`config.mk`:
```
export PLATFORM = sky130hd
export DESIGN_NAME = wsi_status_irq
export DESIGN_NICKNAME = d
export VERILOG_FILES = /design/src/pkg/wsi_pkg.sv /design/src/wsi_sync2.sv /design/src/wsi_limit_timer.sv /design/src/wsi_status_irq.sv
export SDC_FILE = /design/constraint.sdc
export NUM_CORES = 1
export LEC_CHECK = 0
export BUFFER_PORTS_ARGS = -buffer_cell sky130_fd_sc_hd__buf_2
export CAP_MARGIN = 30
export CORE_UTILIZATION = 57
export CTS_BUF_LIST = sky130_fd_sc_hd__clkbuf_16
export CTS_CLUSTER_SIZE = 20
export DETAILED_ROUTE_END_ITERATION = 12
export PLACE_DENSITY_LB_ADDON = 0.2
export SLEW_MARGIN = 20
export SYNTH_ARGS = -nofsm -noshare
export SYNTH_HDL_FRONTEND = slang
export SYNTH_HIERARCHICAL = 1
export SYNTH_SLANG_ARGS = --single-unit
export TNS_END_PERCENT = 100
```
`constraint.sdc`:
```
create_clock -name CLK -period 2.5 [get_ports CLK]
set_clock_uncertainty 0.1 [all_clocks]
set_input_delay 0.375 -clock CLK [delete_from_list [all_inputs] [get_ports CLK]]
set_output_delay 0.375 -clock CLK [all_outputs]
set_load 0.05 [all_outputs]
```
`src/pkg/wsi_pkg.sv`:
```
// Shared constants and types for the wake, status and interrupt block.
`default_nettype none
package wsi_pkg;
  // Register indices on the serial register port.
  localparam logic [4:0] ADDR_RATE_LIMIT  = 5'h05;
  localparam logic [4:0] ADDR_STATUS      = 5'h08;
  // Rate and limit register: range 2 and limit 28 after reset.
  localparam logic [7:0] RATE_LIMIT_RESET = 8'h9c;
  localparam int         RATE_MSB         = 7;
  localparam int         RATE_LSB         = 6;
  localparam int         LIMIT_MSB        = 5;
  localparam int         LIMIT_LSB        = 0;
  // Lowest limit value that the host may program.
  localparam logic [5:0] LIMIT_MAX_MIN    = 6'h0c;
  // Extended period in data clock periods for each rate code.
  localparam logic [3:0] RATE_DIV_0       = 4'h8;
  localparam logic [3:0] RATE_DIV_1       = 4'h4;
  localparam logic [3:0] RATE_DIV_2       = 4'h2;
  localparam logic [3:0] RATE_DIV_3       = 4'h1;
  // Status register layout.
  localparam int         KEY_MSB          = 7;
  localparam int         KEY_LSB          = 3;
  localparam int         POWER_BIT        = 2;
  localparam int         LOW_BATT_BIT     = 1;
  localparam int         AUX_BIT          = 0;
  localparam logic [4:0] KEY_STATE_RESET  = 5'h00;
  localparam int         NUM_KEYS         = 5;
  // Debounce length in data clock periods.
  localparam int         DEBOUNCE_TICKS   = 8195;
  // Cycles after reset before pin levels are trusted.
  localparam logic [1:0] WAKE_SETTLE      = 2'h3;
  typedef enum logic [1:0] {
    DEB_IDLE = 2'b01,
    DEB_RUN  = 2'b10
  } wsi_deb_state_type;
endpackage
`default_nettype wire

```
`src/wsi_sync2.sv`:
```
// Two flip-flop synchroniser for a group of pin levels.
`default_nettype none
module wsi_sync2 #(
  parameter int WIDTH = 1
) (
  input  wire logic             clk,
  input  wire logic             reset,
  input  wire logic [WIDTH-1:0] d,
  input  wire logic [WIDTH-1:0] init,
  output logic      [WIDTH-1:0] q
);
  logic [WIDTH-1:0] meta_ff;

  // The init value is a constant at each instance.
  always_ff @(posedge clk) begin
    if (reset) begin
      meta_ff <= init;
      q       <= init;
    end else begin
      meta_ff <= d;
      q       <= meta_ff;
    end
  end
endmodule
`default_nettype wire

```
`src/wsi_limit_timer.sv`:
```
// Extended data clock divider and maximum limit timer.
`default_nettype none
module wsi_limit_timer (
  input  wire logic       clk,
  input  wire logic       reset,
  input  wire logic       dclk_tick,
  input  wire logic [1:0] rate_range,
  input  wire logic       limit_extension_bit,
  input  wire logic [5:0] limit_max,
  input  wire logic       limit_start,
  output logic            xdclk_tick,
  output logic            limit_expired
);
  logic [3:0] base_div;
  logic [4:0] period;
  logic [4:0] div_ff;
  logic [5:0] lim_cnt_ff;
  logic       run_ff;

  always_comb begin
    unique case (rate_range)
      2'h0:    base_div = wsi_pkg::RATE_DIV_0;
      2'h1:    base_div = wsi_pkg::RATE_DIV_1;
      2'h2:    base_div = wsi_pkg::RATE_DIV_2;
      default: base_div = wsi_pkg::RATE_DIV_3;
    endcase
    // Factor of two doubles the period.
    period = limit_extension_bit ? {base_div, 1'b0} : {1'b0, base_div};
  end

  assign xdclk_tick = dclk_tick && (div_ff == period - 5'h01) &&
                      !limit_start;

  // A start realigns the divider so the limit counts whole periods.
  always_ff @(posedge clk) begin
    if (reset || limit_start) begin
      div_ff <= 5'h00;
    end else if (dclk_tick) begin
      div_ff <= xdclk_tick ? 5'h00 : div_ff + 5'h01;
    end
  end

  // Limit time is (limit_max - 1) extended periods.
  always_ff @(posedge clk) begin
    if (reset) begin
      lim_cnt_ff    <= 6'h00;
      run_ff        <= 1'b0;
      limit_expired <= 1'b0;
    end else if (limit_start) begin
      lim_cnt_ff    <= 6'h00;
      run_ff        <= 1'b1;
      limit_expired <= 1'b0;
    end else if (run_ff && xdclk_tick) begin
      lim_cnt_ff <= lim_cnt_ff + 6'h01;
      if (lim_cnt_ff + 6'h01 == limit_max - 6'h01) begin
        run_ff        <= 1'b0;
        limit_expired <= 1'b1;
      end
    end
  end
endmodule
`default_nettype wire

```
`src/wsi_status_irq.sv`:
```
// Status, wake-up, debounce and interrupt logic of the transceiver.
//
// Contract
// - Rate code selects period 8, 4, 2, 1
// - Limit time is limit minus one periods
// - Status register readable at address eight
// - Power or aux flag set or key update raises interrupt
// - Status read clears power and aux flags and interrupt
// - Key state bit is inverted pin level
// - Key wake sets key bit and interrupt
// - Key event starts debounce, 8195 ticks finish
// - Same key again stops debounce silently
// - Other key restarts debounce from zero
// - Running debounce forces supply and clock on
// - Status read or delete command clears interrupt
// - Power pin rising edge sets power flag
// - Power flag forces supply and clock on
// - Power pin low never enters off mode
// - Low battery clears on recovery plus read
// - Aux rising edge sets aux flag once
// - Aux wake sets aux flag and interrupt
// - Extension bit doubles the extended period
`default_nettype none
module wsi_status_irq #(
  parameter int DEBOUNCE_TICKS = wsi_pkg::DEBOUNCE_TICKS
) (
  input  wire logic       CLK,
  input  wire logic       RESET,
  input  wire logic       DCLK_TICK,
  input  wire logic       ACTIVE_MODE,
  input  wire logic       LIMIT_EXTENSION_BIT,
  input  wire logic       LIMIT_START,
  input  wire logic [4:0] KEY_INPUT_PIN,
  input  wire logic       POWER_WAKE_PIN,
  input  wire logic       AUX_SUPPLY_PIN,
  input  wire logic       SUPPLY_LOW,
  input  wire logic       SUPPLY_RECOVERED,
  input  wire logic       REG_WR,
  input  wire logic       REG_RD,
  input  wire logic [4:0] REG_ADDR,
  input  wire logic [7:0] REG_WDATA,
  input  wire logic       DELETE_IRQ,
  output logic      [7:0] REG_RDATA,
  output logic            IRQ,
  output logic            EXT_SUPPLY_ENABLE_FORCE,
  output logic            CLK_OUT_ENABLE_FORCE,
  output logic            XDCLK_TICK,
  output logic            LIMIT_EXPIRED,
  output logic      [1:0] RATE_RANGE,
  output logic      [5:0] LIMIT_MAX
);
  localparam logic [13:0] DEB_LAST = 14'(DEBOUNCE_TICKS - 1);

  logic [4:0] key_sync;
  logic       power_sync;
  logic       aux_sync;
  logic       low_sync;
  logic       recov_sync;
  logic [4:0] key_prev_ff;
  logic       power_prev_ff;
  logic       aux_prev_ff;
  logic [1:0] settle_ff;
  logic       ready_ff;
  logic       wake_now;
  logic [4:0] key_evt;
  logic       power_rise;
  logic       aux_rise;
  logic       status_rd;
  logic       irq_clear;
  logic [7:0] rate_limit_ff;
  logic [4:0] key_state_ff;
  logic       power_on_ff;
  logic       low_batt_ff;
  logic       aux_on_ff;
  logic       irq_ff;
  logic [7:0] status_value;
  logic       power_set;
  logic       aux_set;
  logic       deb_done;
  logic       key_wake;
  wsi_pkg::wsi_deb_state_type deb_state_ff;
  wsi_pkg::wsi_deb_state_type nxt_deb_state;
  logic [13:0] deb_cnt_ff;
  logic [13:0] nxt_deb_cnt;
  logic [2:0]  deb_key_ff;
  logic [2:0]  nxt_deb_key;
  logic [2:0]  evt_index;

  // Key pins idle high through their pull-ups.
  wsi_sync2 #(.WIDTH(5)) u_key_sync (
    .clk   (CLK),
    .reset (RESET),
    .d     (KEY_INPUT_PIN),
    .init  (5'h1f),
    .q     (key_sync)
  );

  wsi_sync2 #(.WIDTH(4)) u_misc_sync (
    .clk   (CLK),
    .reset (RESET),
    .d     ({POWER_WAKE_PIN, AUX_SUPPLY_PIN, SUPPLY_LOW,
             SUPPLY_RECOVERED}),
    .init  (4'h0),
    .q     ({power_sync, aux_sync, low_sync, recov_sync})
  );

  wsi_limit_timer u_limit (
    .clk                 (CLK),
    .reset               (RESET),
    .dclk_tick           (DCLK_TICK),
    .rate_range          (RATE_RANGE),
    .limit_extension_bit (LIMIT_EXTENSION_BIT),
    .limit_max           (LIMIT_MAX),
    .limit_start         (LIMIT_START),
    .xdclk_tick          (XDCLK_TICK),
    .limit_expired       (LIMIT_EXPIRED)
  );

  // Pin levels are trusted only once the synchronisers hold real
  // samples; the first trusted cycle is the wake-up capture.
  always_ff @(posedge CLK) begin
    if (RESET) begin
      settle_ff <= 2'h0;
      ready_ff  <= 1'b0;
    end else if (settle_ff != wsi_pkg::WAKE_SETTLE) begin
      settle_ff <= settle_ff + 2'h1;
    end else begin
      ready_ff <= 1'b1;
    end
  end

  assign wake_now = (settle_ff == wsi_pkg::WAKE_SETTLE) && !ready_ff;

  always_ff @(posedge CLK) begin
    if (RESET) begin
      key_prev_ff   <= 5'h1f;
      power_prev_ff <= 1'b0;
      aux_prev_ff   <= 1'b0;
    end else begin
      key_prev_ff   <= key_sync;
      power_prev_ff <= power_sync;
      aux_prev_ff   <= aux_sync;
    end
  end

  // Power and aux count rising edges only, keys count either edge; a falling power pin does nothing here.
  assign key_evt    = (ready_ff && ACTIVE_MODE) ?
                      (key_sync ^ key_prev_ff) : 5'h00;
  assign power_rise = ready_ff && ACTIVE_MODE &&
                      power_sync && !power_prev_ff;
  assign aux_rise   = ready_ff && ACTIVE_MODE &&
                      aux_sync && !aux_prev_ff;
  assign key_wake   = wake_now && (key_sync != 5'h1f);

  assign status_rd = REG_RD && (REG_ADDR == wsi_pkg::ADDR_STATUS);
  assign irq_clear = status_rd || DELETE_IRQ;

  // Register writes; the status address takes no writes.
  always_ff @(posedge CLK) begin
    if (RESET) begin
      rate_limit_ff <= wsi_pkg::RATE_LIMIT_RESET;
    end else if (REG_WR &&
                 REG_ADDR == wsi_pkg::ADDR_RATE_LIMIT) begin
      rate_limit_ff <= REG_WDATA;
    end
  end

  assign RATE_RANGE = rate_limit_ff[wsi_pkg::RATE_MSB:wsi_pkg::RATE_LSB];
  assign LIMIT_MAX  = rate_limit_ff[wsi_pkg::LIMIT_MSB:wsi_pkg::LIMIT_LSB];

  // Lowest numbered key wins when several change together.
  always_comb begin
    evt_index = 3'h0;
    for (int i = wsi_pkg::NUM_KEYS - 1; i >= 0; i--) begin
      if (key_evt[i]) begin
        evt_index = 3'(i);
      end
    end
  end

  assign deb_done = (deb_state_ff == wsi_pkg::DEB_RUN) && DCLK_TICK &&
                    (deb_cnt_ff == DEB_LAST) && (key_evt == 5'h00);

  always_comb begin
    nxt_deb_state = deb_state_ff;
    nxt_deb_cnt   = deb_cnt_ff;
    nxt_deb_key   = deb_key_ff;
    unique case (deb_state_ff)
      wsi_pkg::DEB_IDLE: begin
        if (key_evt != 5'h00) begin
          nxt_deb_state = wsi_pkg::DEB_RUN;
          nxt_deb_cnt   = 14'h0000;
          nxt_deb_key   = evt_index;
        end
      end
      wsi_pkg::DEB_RUN: begin
        if (key_evt[deb_key_ff]) begin
          nxt_deb_state = wsi_pkg::DEB_IDLE;
        end else if (key_evt != 5'h00) begin
          nxt_deb_cnt = 14'h0000;
          nxt_deb_key = evt_index;
        end else if (deb_done) begin
          nxt_deb_state = wsi_pkg::DEB_IDLE;
        end else if (DCLK_TICK) begin
          nxt_deb_cnt = deb_cnt_ff + 14'h0001;
        end
      end
      default: begin
        nxt_deb_state = wsi_pkg::DEB_IDLE;
      end
    endcase
  end

  always_ff @(posedge CLK) begin
    if (RESET) begin
      deb_state_ff <= wsi_pkg::DEB_IDLE;
      deb_cnt_ff   <= 14'h0000;
      deb_key_ff   <= 3'h0;
    end else begin
      deb_state_ff <= nxt_deb_state;
      deb_cnt_ff   <= nxt_deb_cnt;
      deb_key_ff   <= nxt_deb_key;
    end
  end

  // All key bits take the inverted pin levels at each update.
  always_ff @(posedge CLK) begin
    if (RESET) begin
      key_state_ff <= wsi_pkg::KEY_STATE_RESET;
    end else if (deb_done || key_wake) begin
      key_state_ff <= ~key_sync;
    end
  end

  assign power_set = power_rise || (wake_now && power_sync);
  assign aux_set   = aux_rise || (wake_now && aux_sync);

  // A set in the same cycle as a read wins over the clear.
  always_ff @(posedge CLK) begin
    if (RESET) begin
      power_on_ff <= 1'b0;
    end else if (power_set) begin
      power_on_ff <= 1'b1;
    end else if (status_rd) begin
      power_on_ff <= 1'b0;
    end
  end

  always_ff @(posedge CLK) begin
    if (RESET) begin
      aux_on_ff <= 1'b0;
    end else if (aux_set) begin
      aux_on_ff <= 1'b1;
    end else if (status_rd) begin
      aux_on_ff <= 1'b0;
    end
  end

  // Low battery needs both recovery and a read to clear.
  always_ff @(posedge CLK) begin
    if (RESET) begin
      low_batt_ff <= 1'b0;
    end else if (low_sync) begin
      low_batt_ff <= 1'b1;
    end else if (status_rd && recov_sync) begin
      low_batt_ff <= 1'b0;
    end
  end

  // Flags already set give no new interrupt.
  always_ff @(posedge CLK) begin
    if (RESET) begin
      irq_ff <= 1'b0;
    end else if ((power_set && !power_on_ff) ||
                 (aux_set && !aux_on_ff) ||
                 deb_done || key_wake) begin
      irq_ff <= 1'b1;
    end else if (irq_clear) begin
      irq_ff <= 1'b0;
    end
  end

  assign IRQ = irq_ff;

  assign status_value = {key_state_ff, power_on_ff, low_batt_ff,
                         aux_on_ff};

  // Read data stand until the next read.
  always_ff @(posedge CLK) begin
    if (RESET) begin
      REG_RDATA <= 8'h00;
    end else if (REG_RD) begin
      unique case (REG_ADDR)
        wsi_pkg::ADDR_STATUS:     REG_RDATA <= status_value;
        wsi_pkg::ADDR_RATE_LIMIT: REG_RDATA <= rate_limit_ff;
        default:                  REG_RDATA <= 8'h00;
      endcase
    end
  end

  // Forces keep the supply and clock on while software is busy.
  assign EXT_SUPPLY_ENABLE_FORCE = power_on_ff ||
         (deb_state_ff == wsi_pkg::DEB_RUN);
  assign CLK_OUT_ENABLE_FORCE    = power_on_ff ||
         (deb_state_ff == wsi_pkg::DEB_RUN);
endmodule
`default_nettype wire

```
==> flow_summary.ini <==
[setup_path]
crit_path_max_incr_delay_ps = 490
crit_type = register to output port
cp.required_ps = 2030
rr_worst_depth = 6
crit_path_end_kind = output port
start_kind = register
crit_family = flip-flops
slowest_stage = dfxtp_1
cp.depth = 6
cp_max_fo = 6
path_buf_inv = 2
arrival_ps = 1800
critical_path.cell_chain = and2b_1 -> xnor2_1 -> a31o_1 -> o211ai_1 -> inv_1 -> buf_2

[place]
place_ws_ps = 265.6
placed_area_sq_um = 4330
globalplace.congestion = 0.8351
post-place-cells = 544
dp_hpwl_microns = 5799
port-buffer-count = 51

[synth]
ys_seq_elements = 85
yosysTopAreaCellShare = 0.4309
syn_inst = 410
muxShareOfSynthArea = 0.1223
netlist_area_sq_um = 3949
synthArstFlopShare = 0
synth_seq_area_share = 0.4309
synthFlopType = dfxtp_1
synth_area_per_cell_sq_um = 9.631
synth_xor_area_frac = 0.06971
synth_edf_count = 0
synth.area.top_cells = dfxtp_1 43%, mux2_4 6.8%, mux2i_1 4.8%
yosysWarnings = 6
synth_top_family_by_area = simple AND/OR/NAND/NOR gates
synthAdderAreaFrac = 0.01901
synth_compound_area_frac = 0.1321
synth-simple-area-share = 0.1942
ys_types = 62
synth_top_area_cell = dfxtp_1

[job]
cap_violations = 0

[sta]
setup_viol = 0
rsz0062_at_grt = false
period_needed_ps = 2280
tns_ps = 0
hold_viol = 0
max-slew-margin-rel = 0.4638
max_freq_mhz = 438.7
holdWs_ps = 160.8
tightest_slew_ps = 804.3
fin_crit_sh = 0.9119
slew_violations = 0
worst_slack_ps = 220.4

[cts]
cts_tree = done
numCtsBuffers = 9
htree_levels = 3
clock_path_buffers = 2
cts_sinks = 85
clk_latency_ps = 320
cts.clk_slew.worst_paths_ps = 60
cts-root-buf = clkbuf_16

[final_layout]
nets = 515
final_area_sq_um = 4596
final_cells = 559
ff_latch_area_sq_um = 1702
drive_gt1_frac = 0.2241
area_growth_pct = 16.38
fin_util = 0.7036
final.fill_count = 505
diodes = 0
multi_input_area_sq_um = 2197

[routing]
vias = 3199
detail_route.first_pass.iterations = 6
final_antenna_net_count = 0
vias_per_cell = 5.723
wl_per_cell_microns = 14.53
drcViolationCount = 0
drt_iter0_markers = 178
routed_wl_microns = 8125

[global_route]
antenna_found_initial = 0
grt_pass1_wl_microns = 13580
grt_max_degree = 57
overflow = 0
grt_pass1_vias = 2992
grt_util_all_layers = 0.2356

[power_and_ir_drop]
power_mw = 3.199
power_leakage_nw = 1.932
vdd_drop_max_mv = 0.5335
powerDensity_nw_per_um2 = 696.1

[floorplan]
initial_utilization = 0.6046
core-area_sq_um = 6531
ios = 52
die_x_microns = 85.23
rows = 29
die_h_microns = 85.23
die_area_sq_um = 7264

[min_path]
hold_class = primary input to register
min_path_cells = 3

[status]
status = finished, final reports clean
==> what timing repair did <==
action	4_1_cts	5_1_grt
hold buffers	0	0
resized for setup	0	1
endpoints found under the setup margin	0	1
buffers inserted	0	0
==> cell families after synthesis <==
| logic type | count (synthesis) |
|---|---|
| simple gates | 152 |
| xor+xnor | 28 |
| buf+inv | 26 |
| flops | 85 |
| mux | 38 |
| other cells | 2 |
| compound gates | 73 |
| fa+ha+maj | 6 |
==> per-layer routing <==
layer | global-route usage | up-vias | share of wire
met1 | 0.2841 | 1520 | 0.44
met4 | 0.06471 | 0 | 0.0073
li1 | - | 1587 | -
met2 | 0.4142 | 86 | 0.51
met3 | 0.06226 | 6 | 0.042
met5 | 0 | - | 0
==> synth_stat cells, drive strengths merged (2+ instances only) <==
| cell type | instances |
|---|---|
| a41o | 2 |
| nor3b | 4 |
| xor2 | 9 |
| mux2 | 18 |
| a21o | 2 |
| nand4 | 9 |
| nor4 | 3 |
| xnor2 | 19 |
| a31o | 2 |
| o21ai | 18 |
| a41oi | 2 |
| buf | 7 |
| a21oi | 19 |
| dfxtp | 85 |
| ha | 6 |
| o22ai | 3 |
| a311oi | 4 |
| conb | 2 |
| a31oi | 2 |
| or3 | 7 |
| nor3 | 9 |
| mux2i | 19 |
| or2 | 7 |
| inv | 11 |
| nand2b | 7 |
| nand2 | 27 |
| nand3 | 14 |
| clkbuf | 7 |
| nor2b | 8 |
| nand3b | 2 |
| nor2 | 48 |
| a222oi | 8 |
| and3 | 2 |
==> power breakdown <==
group	internal [mW]	switching (mW)	total [mW]	leakage, nW
clock	0.656	0.497	1.15	0.126
combinational	0.240	0.321	0.561	1.11
sequential	1.43	0.0525	1.49	0.696
total	2.33	0.870	3.20	1.93
==> placed cells by master (no fill, tap or decap), types with 2 or more instances in the layout <==
master	Yosys	routed
clkinv_1	1	2
and3_1	2	2
conb_1	2	18
nor2b_1	7	7
clkinv_2	0	2
nand4_1	9	9
a311oi_1	4	4
a222oi_1	8	8
nor3b_1	3	3
clkinvlp_4	0	2
o22ai_1	2	2
buf_2	1	51
xnor2_2	4	4
a31oi_1	2	2
a21oi_1	19	19
buf_4	1	3
nand3b_1	2	2
nor2_1	47	47
nand2_1	27	27
clkbuf_16	0	9
dfxtp_1	85	85
o21ai_0	18	18
nor3_1	9	9
ha_1	6	6
nand3_1	14	14
or2_2	7	7
mux2i_1	19	19
or3_1	7	7
a21o_1	2	2
nand2b_1	7	7
mux2_4	18	18
xnor2_1	15	15
xor2_1	9	9
a41o_1	2	2
nor4_1	3	3
inv_1	10	11
==> worst reg2reg max path, cell delays in order, from the launching register on <==
cell and delay [ps]:
dfxtp_1 350, xnor2_2 300, mux4_2 340, o22ai_4 100, a221o_2 410, a41o_1 220, a32o_1 250
==> worst paths after layout <==
kind / slack (ps) / endpoint / startpoint
worst max-delay path: 220 / XDCLK_TICK / rate_limit_ff[6]
worst min-delay path: 160 / rate_limit_ff[4] / REG_WDATA[4]
worst max register to register: 320 / deb_cnt_ff[4] / u_key_sync/q[2]
worst min register to register: 340 / low_batt_ff / u_misc_sync/q[1]
==> area by class of cell <==
cell class,count,area share
multi-input combinational,315,0.4781
timing repair buffer,55,0.06480
inverter,12,0.009801
tap,77,0.02096
clock buffer,9,0.04901
sequential,85,0.3703
clock inverter,6,0.007079
==> state kept, by name (all words and copies together) (netlist names), 2 cells and up <==
name	count
key_prev_ff	5
u_limit/div_ff	5
u_key_sync/q	5
u_key_sync/meta_ff	5
deb_state_ff	2
u_misc_sync/q	4
rate_limit_ff	8
settle_ff	2
deb_key_ff	3
u_limit/lim_cnt_ff	6
REG_RDATA	8
deb_cnt_ff	14
u_misc_sync/meta_ff	4
key_state_ff	5
No activity file was read; power rests on OpenSTA's default activity.
